$ cat src/rtl/atcs_pkg.sv
// Purpose: shared constants for the timer control/status block
// Assumes: 32-bit APB data, one word per register
// Notes:   filter length table packed four bits per code
package atcs_pkg;

  // ----------------------------------------------------------------
  // register map
  // ----------------------------------------------------------------
  localparam logic [7:0] ATCS_OFS_CTRL = 8'h00;
  localparam logic [7:0] ATCS_OFS_FILT = 8'h04;
  localparam logic [7:0] ATCS_OFS_IEN = 8'h08;
  localparam logic [7:0] ATCS_OFS_FLAGS = 8'h0C;
  localparam logic [7:0] ATCS_OFS_OUTEN = 8'h10;

  // ----------------------------------------------------------------
  // control and flag fields
  // ----------------------------------------------------------------
  localparam int ATCS_CTRL_W = 18;
  localparam int ATCS_B_RUN = 0;
  localparam int ATCS_B_UBLK = 1;
  localparam int ATCS_B_ULIM = 2;
  localparam int ATCS_B_SHOT = 3;
  localparam int ATCS_B_DIR = 4;
  localparam int ATCS_B_ALIGN = 5;
  localparam int ATCS_B_RLBUF = 7;
  localparam int ATCS_B_RATIO = 8;
  localparam int ATCS_B_IDLE = 10;
  localparam int ATCS_B_BRK = 7;
  localparam int ATCS_B_TRG = 6;
  localparam int ATCS_B_OVC = 8;
  localparam logic [17:0] ATCS_IDLE_MASK = 18'h3_FC00;
  localparam logic [17:0] ATCS_CTRL_RST = 18'h0_0000;
  localparam logic [15:0] ATCS_FILT_RST = 16'h0000;
  localparam logic [7:0] ATCS_IEN_RST = 8'h00;
  localparam logic [11:0] ATCS_FLAGS_RST = 12'h000;

  // ----------------------------------------------------------------
  // slave modes and filter lengths
  // ----------------------------------------------------------------
  localparam logic [2:0] ATCS_SM_GATED = 3'h5;
  localparam logic [2:0] ATCS_SM_TRIG = 3'h6;
  localparam logic [2:0] ATCS_SM_OFF = 3'h0;
  // lengths for codes 15..0, four bits each
  localparam logic [63:0] ATCS_FILT_N = 64'h8658_6586_8686_8421;

  typedef enum logic [1:0] {ATCS_OUT_RUN, ATCS_OUT_DEAD, ATCS_OUT_IDLE}
    atcs_out_e;

endpackage

$ cat src/rtl/atcs_top.sv
// Purpose: control, filter, enable and status logic of a timer
// Assumes: counter core, capture logic and break polarity outside
// Notes:   zero-wait APB slave; unmapped addresses give pslverr
//
// Chosen here: register access over APB.
`timescale 1ns/1ps
module atcs_top #(
  parameter int ARR_W = 16
) (
  // clock and reset
  input wire logic pclk,
  input wire logic presetn,
  // apb slave
  input wire logic psel,
  input wire logic penable,
  input wire logic pwrite,
  input wire logic [7:0] paddr,
  input wire logic [31:0] pwdata,
  output logic [31:0] prdata,
  output logic pready,
  output logic pslverr,
  // counter core events
  input wire logic cnt_wrap,
  input wire logic count_up,
  input wire logic force_update,
  input wire logic slave_update,
  input wire logic slave_reset,
  input wire logic [2:0] slave_mode,
  input wire logic encoder_mode,
  input wire logic trigger_in_rise,
  input wire logic trigger_in_fall,
  input wire logic trigger_gen,
  input wire logic commutation_evt,
  // auto-reload value
  input wire logic arr_wr,
  input wire logic [ARR_W-1:0] arr_wdata,
  output logic [ARR_W-1:0] arr_active,
  // counter control
  output logic counter_run,
  output logic count_down,
  output logic [1:0] align_select,
  output logic update_event,
  output logic counter_reinit,
  // channels
  input wire logic [3:0] chan_is_input,
  input wire logic [3:0] capture_evt,
  input wire logic [3:0] match_evt,
  input wire logic [3:0] capture_read,
  input wire logic [3:0] chan_in,
  output logic [3:0] chan_filt,
  input wire logic [3:0] oc_ref,
  output logic [3:0] out_ch,
  output logic [3:0] out_ch_inv,
  // break and dead-time
  input wire logic break_in,
  input wire logic break_gen,
  input wire logic [1:0] lock_level,
  input wire logic [7:0] dead_len,
  // interrupt request
  output logic timer_irq
);
  import atcs_pkg::*;

  typedef struct packed {
    logic [17:0] ctrl;
    logic [15:0] filt;
    logic [7:0] ien;
    logic [11:0] flags;
    logic main_output_on;
    atcs_out_e ost;
    logic [7:0] dt_cnt;
    logic [1:0] div;
    logic [4:0] pre;
    logic [ARR_W-1:0] arr_pre;
    logic [ARR_W-1:0] arr_act;
    logic [3:0] oc;
    logic [3:0] ocn;
    logic [31:0] rdata;
  } atcs_top_s;

  atcs_top_s st_r;
  atcs_top_s st_nxt;

  logic wr_acc;
  logic rd_set;
  logic map_hit;
  logic ue;
  logic dts_tick;
  logic trig_evt;
  logic brk_evt;
  logic [1:0] ratio;
  logic [1:0] align;
  logic [1:0] div_mask;
  logic [3:0] cmp_ok;
  logic [3:0] samp_en;
  logic [7:0] idle_bits;
  logic [31:0] rd_mux;

  // ----------------------------------------------------------------
  // decode and events
  // ----------------------------------------------------------------
  assign ratio = st_r.ctrl[ATCS_B_RATIO +: 2];
  assign align = st_r.ctrl[ATCS_B_ALIGN +: 2];
  assign idle_bits = st_r.ctrl[ATCS_B_IDLE +: 8];
  assign map_hit = (paddr == ATCS_OFS_CTRL) || (paddr == ATCS_OFS_FILT)
    || (paddr == ATCS_OFS_IEN) || (paddr == ATCS_OFS_FLAGS)
    || (paddr == ATCS_OFS_OUTEN);
  assign wr_acc = psel && penable && pwrite && map_hit;
  assign rd_set = psel && !penable && !pwrite;
  // update blocked entirely while update_block is set
  assign ue = !st_r.ctrl[ATCS_B_UBLK]
    && (cnt_wrap || force_update || slave_update);
  // gated mode reports both edges, other modes except off only the rising one
  assign trig_evt = trigger_gen
    || ((slave_mode == ATCS_SM_GATED)
      ? (trigger_in_rise || trigger_in_fall)
      : ((slave_mode != ATCS_SM_OFF) && trigger_in_rise));
  assign brk_evt = break_in || break_gen;

  // filter clock divider: code 11 is reserved and runs as 00
  always_comb begin
    case (ratio)
      2'b01: div_mask = 2'b01;
      2'b10: div_mask = 2'b11;
      default: div_mask = 2'b00;
    endcase
  end
  assign dts_tick = (st_r.div & div_mask) == div_mask;

  // per-channel sample strobes from the filter codes
  always_comb begin
    logic [3:0] code;
    code = 4'h0;
    for (int i = 0; i < 4; i++) begin
      code = st_r.filt[4*i +: 4];
      case (code)
        4'h0: samp_en[i] = dts_tick;
        4'h1, 4'h2, 4'h3: samp_en[i] = 1'b1;
        4'h4, 4'h5: samp_en[i] = dts_tick && st_r.pre[0];
        4'h6, 4'h7: samp_en[i] = dts_tick && (&st_r.pre[1:0]);
        4'h8, 4'h9: samp_en[i] = dts_tick && (&st_r.pre[2:0]);
        4'hA, 4'hB, 4'hC: samp_en[i] = dts_tick && (&st_r.pre[3:0]);
        default: samp_en[i] = dts_tick && (&st_r.pre);
      endcase
    end
  end

  // compare flags only in the counting direction the mode allows
  always_comb begin
    for (int i = 0; i < 4; i++) begin
      case (align)
        2'b01: cmp_ok[i] = !count_up;
        2'b10: cmp_ok[i] = count_up;
        default: cmp_ok[i] = 1'b1;
      endcase
      cmp_ok[i] = cmp_ok[i] && match_evt[i] && !chan_is_input[i];
    end
  end

  // ----------------------------------------------------------------
  // filter instances
  // ----------------------------------------------------------------
  for (genvar g = 0; g < 4; g++) begin : g_filt
    atcs_chan_filter u_filt (
      .pclk(pclk),
      .presetn(presetn),
      .sample_en(samp_en[g]),
      .n_len(ATCS_FILT_N[4*st_r.filt[4*g +: 4] +: 4]),
      .din(chan_in[g]),
      .dout(chan_filt[g])
    );
  end

  // read data multiplexer; unused bits read as zero
  always_comb begin
    rd_mux = 32'h0000_0000;
    case (paddr)
      ATCS_OFS_CTRL: rd_mux[ATCS_CTRL_W-1:0] = st_r.ctrl;
      ATCS_OFS_FILT: rd_mux[15:0] = st_r.filt;
      ATCS_OFS_IEN: rd_mux[7:0] = st_r.ien;
      ATCS_OFS_FLAGS: rd_mux[11:0] = st_r.flags;
      ATCS_OFS_OUTEN: rd_mux[0] = st_r.main_output_on;
      default: rd_mux = 32'h0000_0000;
    endcase
  end

  // ----------------------------------------------------------------
  // next state
  // ----------------------------------------------------------------
  always_comb begin
    logic [17:0] wmask;
    logic [11:0] setf;
    wmask = 18'h3_FFFF;
    setf = 12'h000;
    st_nxt = st_r;
    st_nxt.div = st_r.div + 2'd1;
    if (dts_tick) begin
      st_nxt.pre = st_r.pre + 5'd1;
    end
    if (rd_set) begin
      st_nxt.rdata = rd_mux;
    end
    // software writes
    if (wr_acc) begin
      case (paddr)
        ATCS_OFS_CTRL: begin
          if (lock_level != 2'b00) begin
            wmask = wmask & ~ATCS_IDLE_MASK;
          end
          if ((align != 2'b00) || encoder_mode) begin
            wmask[ATCS_B_DIR] = 1'b0;
          end
          st_nxt.ctrl = (st_r.ctrl & ~wmask)
            | (pwdata[ATCS_CTRL_W-1:0] & wmask);
        end
        ATCS_OFS_FILT: st_nxt.filt = pwdata[15:0];
        ATCS_OFS_IEN: st_nxt.ien = pwdata[7:0];
        ATCS_OFS_FLAGS: begin
          // write zero clears, write one leaves the flag alone
          st_nxt.flags = st_r.flags & pwdata[11:0];
          if (break_in) begin
            st_nxt.flags[ATCS_B_BRK] = st_r.flags[ATCS_B_BRK];
          end
        end
        ATCS_OFS_OUTEN: st_nxt.main_output_on = pwdata[0];
        default: st_nxt.ctrl = st_r.ctrl;
      endcase
    end
    // hardware control of the run bit
    if ((slave_mode == ATCS_SM_TRIG) && trigger_in_rise) begin
      st_nxt.ctrl[ATCS_B_RUN] = 1'b1;
    end
    if (ue && st_r.ctrl[ATCS_B_SHOT]) begin
      st_nxt.ctrl[ATCS_B_RUN] = 1'b0;
    end
    // auto-reload shadowing
    if (arr_wr) begin
      st_nxt.arr_pre = arr_wdata;
      if (!st_r.ctrl[ATCS_B_RLBUF]) begin
        st_nxt.arr_act = arr_wdata;
      end
    end
    if (ue) begin
      st_nxt.arr_act = st_r.arr_pre;
    end
    // hardware flag sets, applied after the clear so a set wins
    setf[0] = ue && (cnt_wrap || !st_r.ctrl[ATCS_B_ULIM]);
    setf[4:1] = capture_evt | cmp_ok;
    setf[5] = commutation_evt;
    setf[ATCS_B_TRG] = trig_evt;
    setf[ATCS_B_BRK] = brk_evt;
    setf[11:8] = capture_evt & chan_is_input & st_r.flags[4:1];
    st_nxt.flags[4:1] = st_nxt.flags[4:1] & ~capture_read;
    st_nxt.flags = st_nxt.flags | setf;
    // break drops the main output enable
    if (brk_evt) begin
      st_nxt.main_output_on = 1'b0;
    end
    // output stage
    case (st_r.ost)
      ATCS_OUT_RUN: begin
        st_nxt.oc = oc_ref;
        st_nxt.ocn = ~oc_ref;
        if (!st_r.main_output_on) begin
          st_nxt.ost = ATCS_OUT_DEAD;
          st_nxt.dt_cnt = dead_len;
          st_nxt.oc = 4'h0;
          st_nxt.ocn = 4'h0;
        end
      end
      ATCS_OUT_DEAD: begin
        // both sides low while the dead-time runs out
        if (st_r.main_output_on) begin
          st_nxt.ost = ATCS_OUT_RUN;
        end else if (dts_tick) begin
          if (st_r.dt_cnt == 8'h00) begin
            st_nxt.ost = ATCS_OUT_IDLE;
          end else begin
            st_nxt.dt_cnt = st_r.dt_cnt - 8'h01;
          end
        end
      end
      ATCS_OUT_IDLE: begin
        for (int i = 0; i < 4; i++) begin
          st_nxt.oc[i] = idle_bits[2*i];
          st_nxt.ocn[i] = idle_bits[2*i+1];
        end
        if (st_r.main_output_on) begin
          st_nxt.ost = ATCS_OUT_RUN;
        end
      end
      default: st_nxt.ost = ATCS_OUT_RUN;
    endcase
  end

  // state register; every field resets to zero
  always_ff @(posedge pclk or negedge presetn) begin
    if (!presetn) begin
      st_r <= '0;
    end else begin
      st_r <= st_nxt;
    end
  end

  // ----------------------------------------------------------------
  // outputs
  // ----------------------------------------------------------------
  assign prdata = st_r.rdata;
  assign pready = 1'b1;
  assign pslverr = psel && penable && !map_hit;
  assign counter_run = st_r.ctrl[ATCS_B_RUN];
  assign count_down = st_r.ctrl[ATCS_B_DIR];
  assign align_select = align;
  assign update_event = ue;
  // reinit works even while updates are blocked
  assign counter_reinit = force_update || slave_reset;
  assign arr_active = st_r.arr_act;
  assign out_ch = st_r.oc;
  assign out_ch_inv = st_r.ocn;
  assign timer_irq = |(st_r.flags[7:0] & st_r.ien);

  logic setf_cover_ovc;
  assign setf_cover_ovc = |(capture_evt & chan_is_input & st_r.flags[4:1]);
endmodule

$ cat src/rtl/atcs_chan_filter.sv
// Purpose: one channel input filter, N agreeing samples per change
// Assumes: sample_en is a one-cycle pulse at the sampling rate
// Notes:   n_len of 1 passes each sample straight through
`timescale 1ns/1ps
module atcs_chan_filter (
  // clock and reset
  input wire logic pclk,
  input wire logic presetn,
  // sampling control
  input wire logic sample_en,
  input wire logic [3:0] n_len,
  // data
  input wire logic din,
  output logic dout
);

  typedef struct packed {
    logic level;
    logic [3:0] run;
  } atcs_filt_s;

  atcs_filt_s st_r;
  atcs_filt_s st_nxt;

  // ----------------------------------------------------------------
  // agreement counter
  // ----------------------------------------------------------------
  // run counts samples that differ from the output; any agreeing
  // sample restarts it, so glitches shorter than N never pass
  always_comb begin
    st_nxt = st_r;
    if (sample_en) begin
      if (din == st_r.level) begin
        st_nxt.run = 4'h0;
      end else if (st_r.run + 4'h1 >= n_len) begin
        st_nxt.level = din;
        st_nxt.run = 4'h0;
      end else begin
        st_nxt.run = st_r.run + 4'h1;
      end
    end
  end

  // state register
  always_ff @(posedge pclk or negedge presetn) begin
    if (!presetn) begin
      st_r <= '0;
    end else begin
      st_r <= st_nxt;
    end
  end

  assign dout = st_r.level;

endmodule

$ cat config.mk
export PLATFORM = sky130hd
export DESIGN_NAME = atcs_top
export DESIGN_NICKNAME = d
export VERILOG_FILES = /design/src/rtl/atcs_pkg.sv /design/src/rtl/atcs_top.sv /design/src/rtl/atcs_chan_filter.sv
export SDC_FILE = /design/constraint.sdc
export NUM_CORES = 1
export LEC_CHECK = 0
export BUFFER_PORTS_ARGS = -buffer_cell sky130_fd_sc_hd__buf_2
export CAP_MARGIN = 20
export CORE_UTILIZATION = 51
export CTS_CLUSTER_SIZE = 40
export DETAILED_ROUTE_END_ITERATION = 12
export PLACE_DENSITY = 0.87
export SETUP_SLACK_MARGIN = 0.2
export SYNTH_ARGS = -nofsm -noshare
export SYNTH_HDL_FRONTEND = slang
export SYNTH_SLANG_ARGS = --single-unit
$ cat constraint.sdc
create_clock -name pclk -period 2.8 [get_ports pclk]
set_clock_uncertainty 0.05 [all_clocks]
set_input_delay 0.56 -clock pclk [delete_from_list [all_inputs] [get_ports pclk]]
set_output_delay 0.56 -clock pclk [all_outputs]
set_load 0.005 [all_outputs]
==> impl_metrics.py, run 1 <==
metrics = {
    "run_status": {
        "status": "finished clean",
    },
    "sta": {
        "period_share": 0.930,
        "max_freq_ghz": 0.384,
        "final-hold-violation-count": 0,
        "fin_ws_ns": 0.196,
        "fin_crit_ns": 2.60,
        "maxSlewHeadroom": 0.548,
        "slew_viol_final": 0,
        "fin_setup_tns_ns": 0,
        "worst_pin_slew_ns": 0.676,
        "setup-violations-final": 0,
        "rsz0062_at_grt": "yes",
    },
    "detailed_routing": {
        "vias_per_cell": 5.79,
        "wl_per_cell_um": 18.3,
        "routed_wl_um": 23000,
        "via_count": 7275,
        "detail-route-antenna-nets": 0,
        "drc_errors": 0,
        "drt_iter0_drc": 606,
        "drt_first_pass_iters": 5,
    },
    "pwr": {
        "clkPwrFrac": 0.401,
        "switchingPower_mw": 1.71,
        "vdd_drop_max_mv": 0.493,
        "p_int_mw": 4.51,
        "seqPwrFrac": 0.411,
        "p_comb_frac": 0.188,
        "p_leak_nw": 5.01,
        "power_density_nw_per_um2": 589,
        "total_power_mw": 6.22,
        "swShare": 0.275,
    },
    "cells_and_area": {
        "n_antenna_cell": 0,
        "syn_to_final_growth_pct": 17.4,
        "nets": 1185,
        "drive_above_1_share": 0.335,
    },
    "logic_synthesis": {
        "yosys.area_share.simple": 0.126,
        "synth_area_leaders": "dfrtp_1, ha_1, mux2_2",
        "syn_area_per_cell_um2": 10.0,
        "yosys.area_share.adder": 0.0752,
        "synth_cell_types": 64,
        "synth_top_family_by_area": "multiplexers",
        "muxShareOfSynthArea": 0.150,
        "synth_seq_cells": 150,
        "synth_top_area_share": 0.418,
        "ys_warn_count": 0,
        "synth-xor-area-share": 0.0146,
        "async_flop_share": 1.00,
        "seq_area_frac_synth": 0.418,
        "synth_top_cell_by_area": "dfrtp_1",
        "synth_edf_count": 0,
        "syn_area_um2": 8990,
        "synth_compound_area_frac": 0.133,
        "synth_ff_type": "dfrtp_1",
        "netlist_instances": 898,
    },
    "die": {
        "core_area_um2": 17200,
        "dieArea_um2": 18200,
        "chipWidth_um": 135,
        "dieHeight_um": 135,
        "rows": 48,
        "start_util": 0.522,
        "boundaryPins": 180,
    },
    "clocking": {
        "cts_buffers": 17,
        "clkTransAtPathRegs_ns": 0.06,
        "root_buffer": "clkbuf_16",
        "htreeDepth": 4,
        "clk_latency_ns": 0.44,
        "cts_sinks": 150,
        "max-clock-path-buffers": 2,
        "cts_tree": "done",
    },
    "placed_design": {
        "post-place-ws_ns": 0.0452,
        "io_buffers": 150,
        "place_hpwl_um": 16600,
        "gp_congestion": 0.860,
    },
    "global_route": {
        "globalRouteOverflowTotal": 0,
        "grt_max_degree": 66,
        "grt_pass1_vias": 7090,
        "track_usage": 0.261,
        "grt_pass1_wl_um": 36300,
        "antenna_found_initial": 0,
    },
    "setup_path": {
        "critical_path.max_fanout": 4,
        "end_kind": "flip-flop",
        "worstPathRequired_ns": 3.11,
        "worst-setup-path-type": "flip-flop to flip-flop",
        "worst_ep_arrival_time_ns": 2.92,
        "cp-start-kind": "flip-flop",
    },
    "hold_path": {
        "hp-class": "input pin to asynchronous set/reset pin",
    },
    "job": {
        "drv_cap": 0,
    },
}
==> timing repair <==
action                                  4_1_cts  5_1_grt
cloned                                        0        0
hold buffers                                  0        0
buffers inserted                              5        1
gates resized for setup                      10       32
pin swaps                                     7        8
endpoints found under the setup margin       14       20
==> metal layers <==
layer | share of wire | wire [um] | global-route usage
met5 | 0 | 0 | 0
met4 | 0.041 | 932 | 0.138
met3 | 0.069 | 1590 | 0.0537
met2 | 0.49 | 11300 | 0.426
met1 | 0.40 | 9150 | 0.326
==> Yosys cell counts, types with 4 or more instances <==
library cell  count
a211oi_1          5
a21o_1            4
a21oi_1          36
a221o_1           5
a22oi_1          13
a31oi_1           4
buf_4            63
clkbuf_1         32
dfrtp_1         150
ha_1             54
inv_1            35
mux2_2           60
mux2_4           10
mux2i_1          34
mux4_2            8
nand2_1          94
nand2b_1         21
nand3_1          21
nor2_1           39
nor2b_1          11
nor3_1           17
nor3b_1           4
nor4_1            5
o21ai_0          94
o22ai_1           5
o2bb2ai_1         4
xnor2_1           7
xor2_1            8
==> placed cells by master, fill, tap and decap left out, types with 9 or more instances in the layout <==
cell type / n
nand3_1: 21
mux2_2: 60
buf_2: 149
nor3_1: 17
nor2b_1: 9
conb_1: 15
ha_1: 46
a21oi_1: 29
dfrtp_1: 144
o21ai_0: 89
a22oi_1: 13
inv_1: 30
nand2_1: 93
mux2_4: 10
buf_4: 37
nor2_1: 36
mux2i_1: 34
clkbuf_16: 17
nand2b_1: 18
==> critical path, stage by stage (launching register included) <==
cell and delay, ns:
dfrtp_2 0.42, inv_2 0.07, ha_4 0.16, mux2_2 0.25, a22o_1 0.21, ha_1 0.30, nand2b_4 0.14, a21o_1 0.16
a21oi_2 0.15, o211ai_1 0.12, or3b_4 0.39, o2bb2ai_2 0.11
==> per-stage QoR <==
step                      utilization  cells  hold WS, ns  cell area (um2)
after floorplan                     -    911        0.214             9070
after CTS                       0.606   1256       0.0828            10500
after global placement          0.566   1220        0.404             9750
after global routing            0.612   1257        0.109            10600
final                           0.612   1257       0.0498            10600
after detailed placement        0.566   1220        0.417             9750
==> sequential cells by signal, summed over array words and instances, names as in the netlist, named ones only <==
signal	cells
align_select	2
arr_active	16
counter_run	1
g_filt.u_filt.dout	4
g_filt.u_filt.st_r	16
out_ch	4
out_ch_inv	4
prdata	18
ratio	2
st_r	74
==> power by group through the flow <==
stage	Combinational (mW)	Sequential [mW]	Clock, mW
after floorplan	0.774	2.54	0
after global placement	1.05	2.56	0
after detailed placement	1.11	2.58	0
after CTS	1.14	2.55	2.52
after global routing	1.30	2.57	2.61
final	1.17	2.55	2.49
==> logic make-up (layout without fill, tap and decap cells) <==
group | after synthesis | after routing
AO/OA/AOI/OAI | 198 | 198
adder cells (fa/ha/maj) | 54 | 54
other | 2 | 15
flip-flops | 150 | 150
XOR/XNOR | 15 | 15
buffers and inverters | 133 | 254
AND/OR/NAND/NOR | 234 | 234
multiplexers | 112 | 112
==> path summary, 6_finish.rpt <==
kind	startpoint	to	slack [ns]	depth (start not counted)
setup / recovery	st_r[123]	g_filt[3].u_filt.st_r[2]	0.20	11
hold / removal	presetn	st_r[56]	0.05	1
setup reg to reg	st_r[123]	g_filt[3].u_filt.st_r[2]	0.20	11
hold reg to reg	prdata[12]	prdata[12]	0.42	2
max in group asynchronous	presetn	st_r[79]	1.87	2
min in group pclk	break_in	st_r[89]	0.25	2
==> cell type report <==
type                    instances  area [um2]
repair buffers                188        1050
fillers                      1309        6680
multi-input cells             628        4690
well taps                     225         282
clock buffers                  23         488
flip-flops and latches        150        3760
clock inverters                 8         145
inverters                      35         131
Note: power is estimated with default switching activity, not from simulation.
==> inputs of run 2 (changes only) <==
--- a/config.mk
+++ b/config.mk
@@ -5,12 +5,13 @@
 export SDC_FILE = /design/constraint.sdc
 export NUM_CORES = 1
 export LEC_CHECK = 0
+export ABC_AREA = 0
 export BUFFER_PORTS_ARGS = -buffer_cell sky130_fd_sc_hd__buf_2
 export CAP_MARGIN = 20
 export CORE_UTILIZATION = 51
 export CTS_CLUSTER_SIZE = 40
 export DETAILED_ROUTE_END_ITERATION = 12
-export PLACE_DENSITY = 0.87
+export PLACE_DENSITY = 0.75
 export SETUP_SLACK_MARGIN = 0.2
 export SYNTH_ARGS = -nofsm -noshare
 export SYNTH_HDL_FRONTEND = slang
==> run 2 against run 1 <==
Net effect:
- critical path depth unchanged
- die area unchanged
- fmax grew 0.63%
- sequential share of layout area hardly changed
- register-to-register slack gained 0.02 ns
- global-route usage shrank 1.9 points
- worst hold slack got worse by 0.024 ns
- critical path type unchanged
- largest power group unchanged
==> impl_metrics.py, run 2 (synthesized netlist as in run 1, its figures left out) <==
metrics = {
    "die": {
        "rows": 48,
        "boundaryPins": 180,
        "dieArea_um2": 18200,
        "chipWidth_um": 135,
        "dieHeight_um": 135,
        "start_util": 0.522,
        "core_area_um2": 17200,
    },
    "setup_path": {
        "end_kind": "flip-flop",
        "worst-r2r-cell-count": 11,
        "worstPathRequired_ns": 3.11,
        "worst_ep_arrival_time_ns": 2.89,
        "worst-setup-path-type": "flip-flop to flip-flop",
        "cp-start-kind": "flip-flop",
        "critical_path.max_fanout": 3,
    },
    "sta": {
        "max_freq_ghz": 0.386,
        "fin_ws_ns": 0.213,
        "fin_crit_ns": 2.59,
        "fin_setup_tns_ns": 0,
        "worst_pin_slew_ns": 0.674,
        "setup-violations-final": 0,
        "slew_viol_final": 0,
        "maxSlewHeadroom": 0.549,
        "final-hold-violation-count": 0,
        "rsz0062_at_grt": "yes",
        "period_share": 0.924,
        "whs_ns": 0.0262,
    },
    "clocking": {
        "cts_tree": "done",
        "holdBufCountCts": 0,
        "cts_sinks": 150,
        "clkTransAtPathRegs_ns": 0.06,
        "htreeDepth": 4,
        "max-clock-path-buffers": 2,
        "clk_latency_ns": 0.43,
        "cts_buffers": 17,
        "root_buffer": "clkbuf_16",
    },
    "pwr": {
        "total_power_mw": 6.13,
        "p_leak_nw": 5.05,
        "power_density_nw_per_um2": 581,
        "vdd_drop_max_mv": 0.548,
    },
    "detailed_routing": {
        "wl_per_cell_um": 16.8,
        "drt_iter0_drc": 412,
        "drt_first_pass_iters": 5,
        "detail-route-antenna-nets": 0,
        "drc_errors": 0,
        "routed_wl_um": 21200,
        "via_count": 7023,
        "vias_per_cell": 5.57,
    },
    "cells_and_area": {
        "nets": 1188,
        "layout.cells.non_filler": 1261,
        "syn_to_final_growth_pct": 17.4,
        "drive_above_1_share": 0.325,
        "final_util": 0.612,
        "final_area_um2": 10600,
        "largest_reg_flops": 74,
        "fillers": 1423,
        "layout_common_cells": "buf_2, dfrtp_1, nand2_1",
        "final_common_cell": "buf_2",
        "max_flop_register": "st_r",
    },
    "global_route": {
        "grt_max_degree": 55,
        "globalRouteOverflowTotal": 0,
        "grt_util_met1": 0.321,
        "grt_pass1_vias": 6744,
        "grt_use_met2": 0.392,
        "grt_pass1_wl_um": 33800,
        "track_usage": 0.242,
        "antenna_found_initial": 2,
        "grt_util_met3": 0.0488,
        "grt-busiest-layer": "met2",
    },
    "job": {
        "drv_cap": 0,
    },
    "hold_path": {
        "hp-class": "input pin to asynchronous set/reset pin",
    },
    "placed_design": {
        "gp_congestion": 0.888,
        "place_inst": 1222,
        "place_area_um2": 9780,
        "io_buffers": 150,
        "post-place-ws_ns": 0.103,
        "place_hpwl_um": 15800,
    },
    "run_status": {
        "status": "finished clean",
    },
}
==> run 2: cell count changes in the layout (fill, tap and decap cells not counted), moves of 2 or more <==
cell	change
dfrtp_2	-4
clkinvlp_4	-2
ha_2	-2
buf_4	+2
a21oi_1	+4
a21oi_2	-4
dfrtp_1	+4
clkbuf_8	-4
ha_1	+2
inv_6	+6
==> run 2: path summary, 6_finish.rpt <==
check / start / end / slack (ns)
max: st_r[123] / g_filt[3].u_filt.st_r[2] / 0.21
min: presetn / arr_active[0] / 0.03
max reg2reg: st_r[123] / g_filt[3].u_filt.st_r[2] / 0.21
min reg2reg: st_r[67] / arr_active[11] / 0.43
max in group asynchronous: presetn / g_filt[3].u_filt.st_r[0] / 2.01
min in group pclk: break_gen / st_r[89] / 0.25
==> run 2: what timing repair did <==
action / in CTS / in global routing
pin swaps: 3 / 4
endpoints found under the hold margin: 0 / 0
resized for setup: 7 / 22
setup buffers: 1 / 6
endpoints found under the setup margin: 9 / 18
==> run 2: metal layers <==
metal / wire length (um) / up-vias
met4: 484 / 2
met2: 10300 / 205
met5: 13 / -
li1: - / 3359
met1: 9330 / 3419
met3: 1120 / 38
==> run 2: layout make-up <==
class | count | area (um2) | share of cell area
antenna | 1 | 2.50 | 0.000237
clock buffer | 18 | 429 | 0.0407
sequential | 150 | 3760 | 0.356
inverter | 35 | 131 | 0.0125
timing repair buffer | 191 | 1090 | 0.103
tap | 225 | 282 | 0.0267
multi-input combinational | 628 | 4670 | 0.442
clock inverter | 13 | 191 | 0.0181
==> run 2: where the power goes <==
group / internal [mW] / leakage (nW) / switching (mW) / total [mW]
registers: 2.37 / 1.91 / 0.172 / 2.54
clock network: 1.50 / 0.306 / 0.945 / 2.45
logic: 0.551 / 2.84 / 0.587 / 1.14
total: 4.42 / 5.05 / 1.70 / 6.13
==> run 2: critical path, stage by stage, from the launching register on <==
cell and delay (ns):
dfrtp_1 0.43, inv_2 0.08, ha_4 0.16, mux2_4 0.25
a22o_1 0.23, ha_1 0.27, nand2b_4 0.13, a21o_1 0.16
a21oi_2 0.14, o211ai_1 0.11, or3b_4 0.39, o2bb2ai_2 0.11
==> inputs of run 3 (changes only) <==
--- a/config.mk
+++ b/config.mk
@@ -8,10 +8,10 @@
 export ABC_AREA = 0
 export BUFFER_PORTS_ARGS = -buffer_cell sky130_fd_sc_hd__buf_2
 export CAP_MARGIN = 20
-export CORE_UTILIZATION = 51
+export CORE_UTILIZATION = 56
 export CTS_CLUSTER_SIZE = 40
 export DETAILED_ROUTE_END_ITERATION = 12
-export PLACE_DENSITY = 0.75
+export PLACE_DENSITY = 0.78
 export SETUP_SLACK_MARGIN = 0.2
 export SYNTH_ARGS = -nofsm -noshare
 export SYNTH_HDL_FRONTEND = slang
==> constraint.sdc (replaced) <==
create_clock -name pclk -period 2.5 [get_ports pclk]
set_clock_uncertainty 0.05 [all_clocks]
set_input_delay 0.5 -clock pclk [delete_from_list [all_inputs] [get_ports pclk]]
set_output_delay 0.5 -clock pclk [all_outputs]
set_load 0.005 [all_outputs]
==> run 3 against run 2 <==
Net effect:
- critical path depth unchanged
- largest cell class unchanged
- critical path type unchanged
- the flow now finishes with violations (negative setup slack)
- first-iteration DRC count increased by 29%
- highest routed layer is now met4
- final area increased by 6.4%
==> impl_metrics.py, run 3 (synthesized netlist as in run 1, its figures left out) <==
metrics = {
    "detailed_routing": {
        "detail-route-antenna-nets": 0,
        "drt_first_pass_iters": 5,
        "drt_iter0_drc": 530,
        "vias_per_cell": 5.79,
        "via_count": 7434,
        "wl_per_cell_um": 18.2,
        "routed_wl_um": 23400,
        "drc_errors": 0,
    },
    "setup_path": {
        "crit_start": "st_r[123]",
        "critical_path.endpoint": "g_filt[3].u_filt.st_r[2]",
        "worstPathRequired_ns": 2.80,
        "worst-setup-path-type": "flip-flop to flip-flop",
        "cp-start-kind": "flip-flop",
        "r2r_end": "g_filt[3].u_filt.st_r[2]",
        "r2r_setup_slack_ns": -0.05,
        "end_kind": "flip-flop",
        "critical_path.max_fanout": 3,
        "worst-r2r-cell-count": 11,
        "r2r-start": "st_r[123]",
        "worst_ep_arrival_time_ns": 2.86,
    },
    "placed_design": {
        "gp_congestion": 0.895,
        "post-place-ws_ns": -0.0514,
        "io_buffers": 150,
        "place_hpwl_um": 15500,
        "place_inst": 1219,
        "place_area_um2": 9880,
    },
    "sta": {
        "period_share": 1.02,
        "whs_ns": 0.00302,
        "fin_ws_ns": -0.0526,
        "rsz0062_at_grt": "yes",
        "fin_crit_ns": 2.55,
        "maxSlewHeadroom": 0.518,
        "worst_pin_slew_ns": 0.717,
        "fin_setup_tns_ns": -0.135,
        "slew_viol_final": 0,
        "max_freq_ghz": 0.392,
        "final-hold-violation-count": 0,
        "setup-violations-final": 4,
    },
    "pwr": {
        "seqPwrFrac": 0.411,
        "p_leak_nw": 5.33,
        "switchingPower_mw": 2.01,
        "clkPwrFrac": 0.375,
        "vdd_drop_max_mv": 0.537,
        "power_density_nw_per_um2": 620,
        "p_int_mw": 4.95,
        "swShare": 0.289,
        "total_power_mw": 6.96,
        "p_comb_frac": 0.214,
    },
    "cells_and_area": {
        "layout.cells.non_filler": 1284,
        "syn_to_final_growth_pct": 24.9,
        "n_antenna_cell": 0,
        "final_util": 0.728,
        "largest_reg_flops": 74,
        "final_area_um2": 11200,
        "drive_above_1_share": 0.398,
        "layout_common_cells": "buf_2, dfrtp_1, nand2_1",
        "nets": 1225,
        "fillers": 1068,
        "final_common_cell": "buf_2",
        "max_flop_register": "st_r",
    },
    "global_route": {
        "grt_max_degree": 61,
        "antenna_found_initial": 0,
        "track_usage": 0.279,
        "grt_pass1_vias": 7008,
        "globalRouteOverflowTotal": 0,
        "grt_pass1_wl_um": 35100,
    },
    "die": {
        "start_util": 0.583,
        "core_area_um2": 15400,
        "dieHeight_um": 129,
        "boundaryPins": 180,
        "rows": 45,
        "dieArea_um2": 16600,
        "chipWidth_um": 129,
    },
    "clocking": {
        "max-clock-path-buffers": 2,
        "clk_latency_ns": 0.43,
        "cts_tree": "done",
        "htreeDepth": 4,
        "clkTransAtPathRegs_ns": 0.06,
        "cts_sinks": 150,
        "cts_buffers": 17,
        "root_buffer": "clkbuf_16",
    },
    "run_status": {
        "status": "complete, but fails checks",
        "violations": "negative setup slack",
    },
    "job": {
        "drv_cap": 0,
    },
    "hold_path": {
        "hp-class": "input pin to asynchronous set/reset pin",
    },
}
## run 3: what timing repair did
item,4_1_cts,5_1_grt
gates resized for setup,42,76
hold endpoints to repair,0,0
buffers inserted,27,6
endpoints found under the setup margin,20,20
hold buffers,0,0
pin swaps,20,25
## run 3: metal layers
layer / up-vias / share of wire / global-route usage
li1: 3441 / - / -
met1: 3620 / 0.42 / 0.354
met2: 309 / 0.50 / 0.471
met3: 64 / 0.058 / 0.0528
met4: 0 / 0.028 / 0.110
met5: - / 0 / 0
## run 3: worst min-delay path by stage
stage               cells past startpoint                          to  slack [ns]      from
CTS                                     1       g_filt[3].u_filt.dout        0.03   presetn
finish                                  1       g_filt[3].u_filt.dout       0.003   presetn
detailed placement                      2               arr_active[4]        0.41  st_r[60]
global placement                        2              arr_active[11]        0.40  st_r[67]
global route                            1    g_filt[3].u_filt.st_r[3]        0.04   presetn
floorplan                               0  asynchronous set/reset pin        0.15   presetn
## run 3: power by group through the flow
stage | sequential [mW] | clock [mW] | combinational [mW]
after global placement | 2.88 | 0 | 1.20
final | 2.86 | 2.61 | 1.49
after global routing | 2.89 | 2.74 | 1.64
after floorplan | 2.84 | 0 | 0.887
after detailed placement | 2.89 | 0 | 1.23
after CTS | 2.85 | 2.63 | 1.32
## run 3: area by class of cell
cell class,count,area [um2],share of cell area
Clock buffer,21,460,0.0410
Multi-Input combinational cell,628,5060,0.451
Timing Repair Buffer,228,1400,0.124
Tap cell,211,264,0.0235
Sequential cell,150,3760,0.335
Clock inverter,11,136,0.0121
Inverter,35,144,0.0128
## run 3: worst max-delay path: stages, from the launching register on
cell and delay (ns):
dfrtp_1 0.41, inv_2 0.07, ha_4 0.16, mux2_4 0.25, a22o_1 0.21, ha_1 0.28
nand2b_4 0.14, a21o_1 0.16, a21oi_2 0.14, o211ai_1 0.11, or3b_4 0.39, o2bb2ai_2 0.11
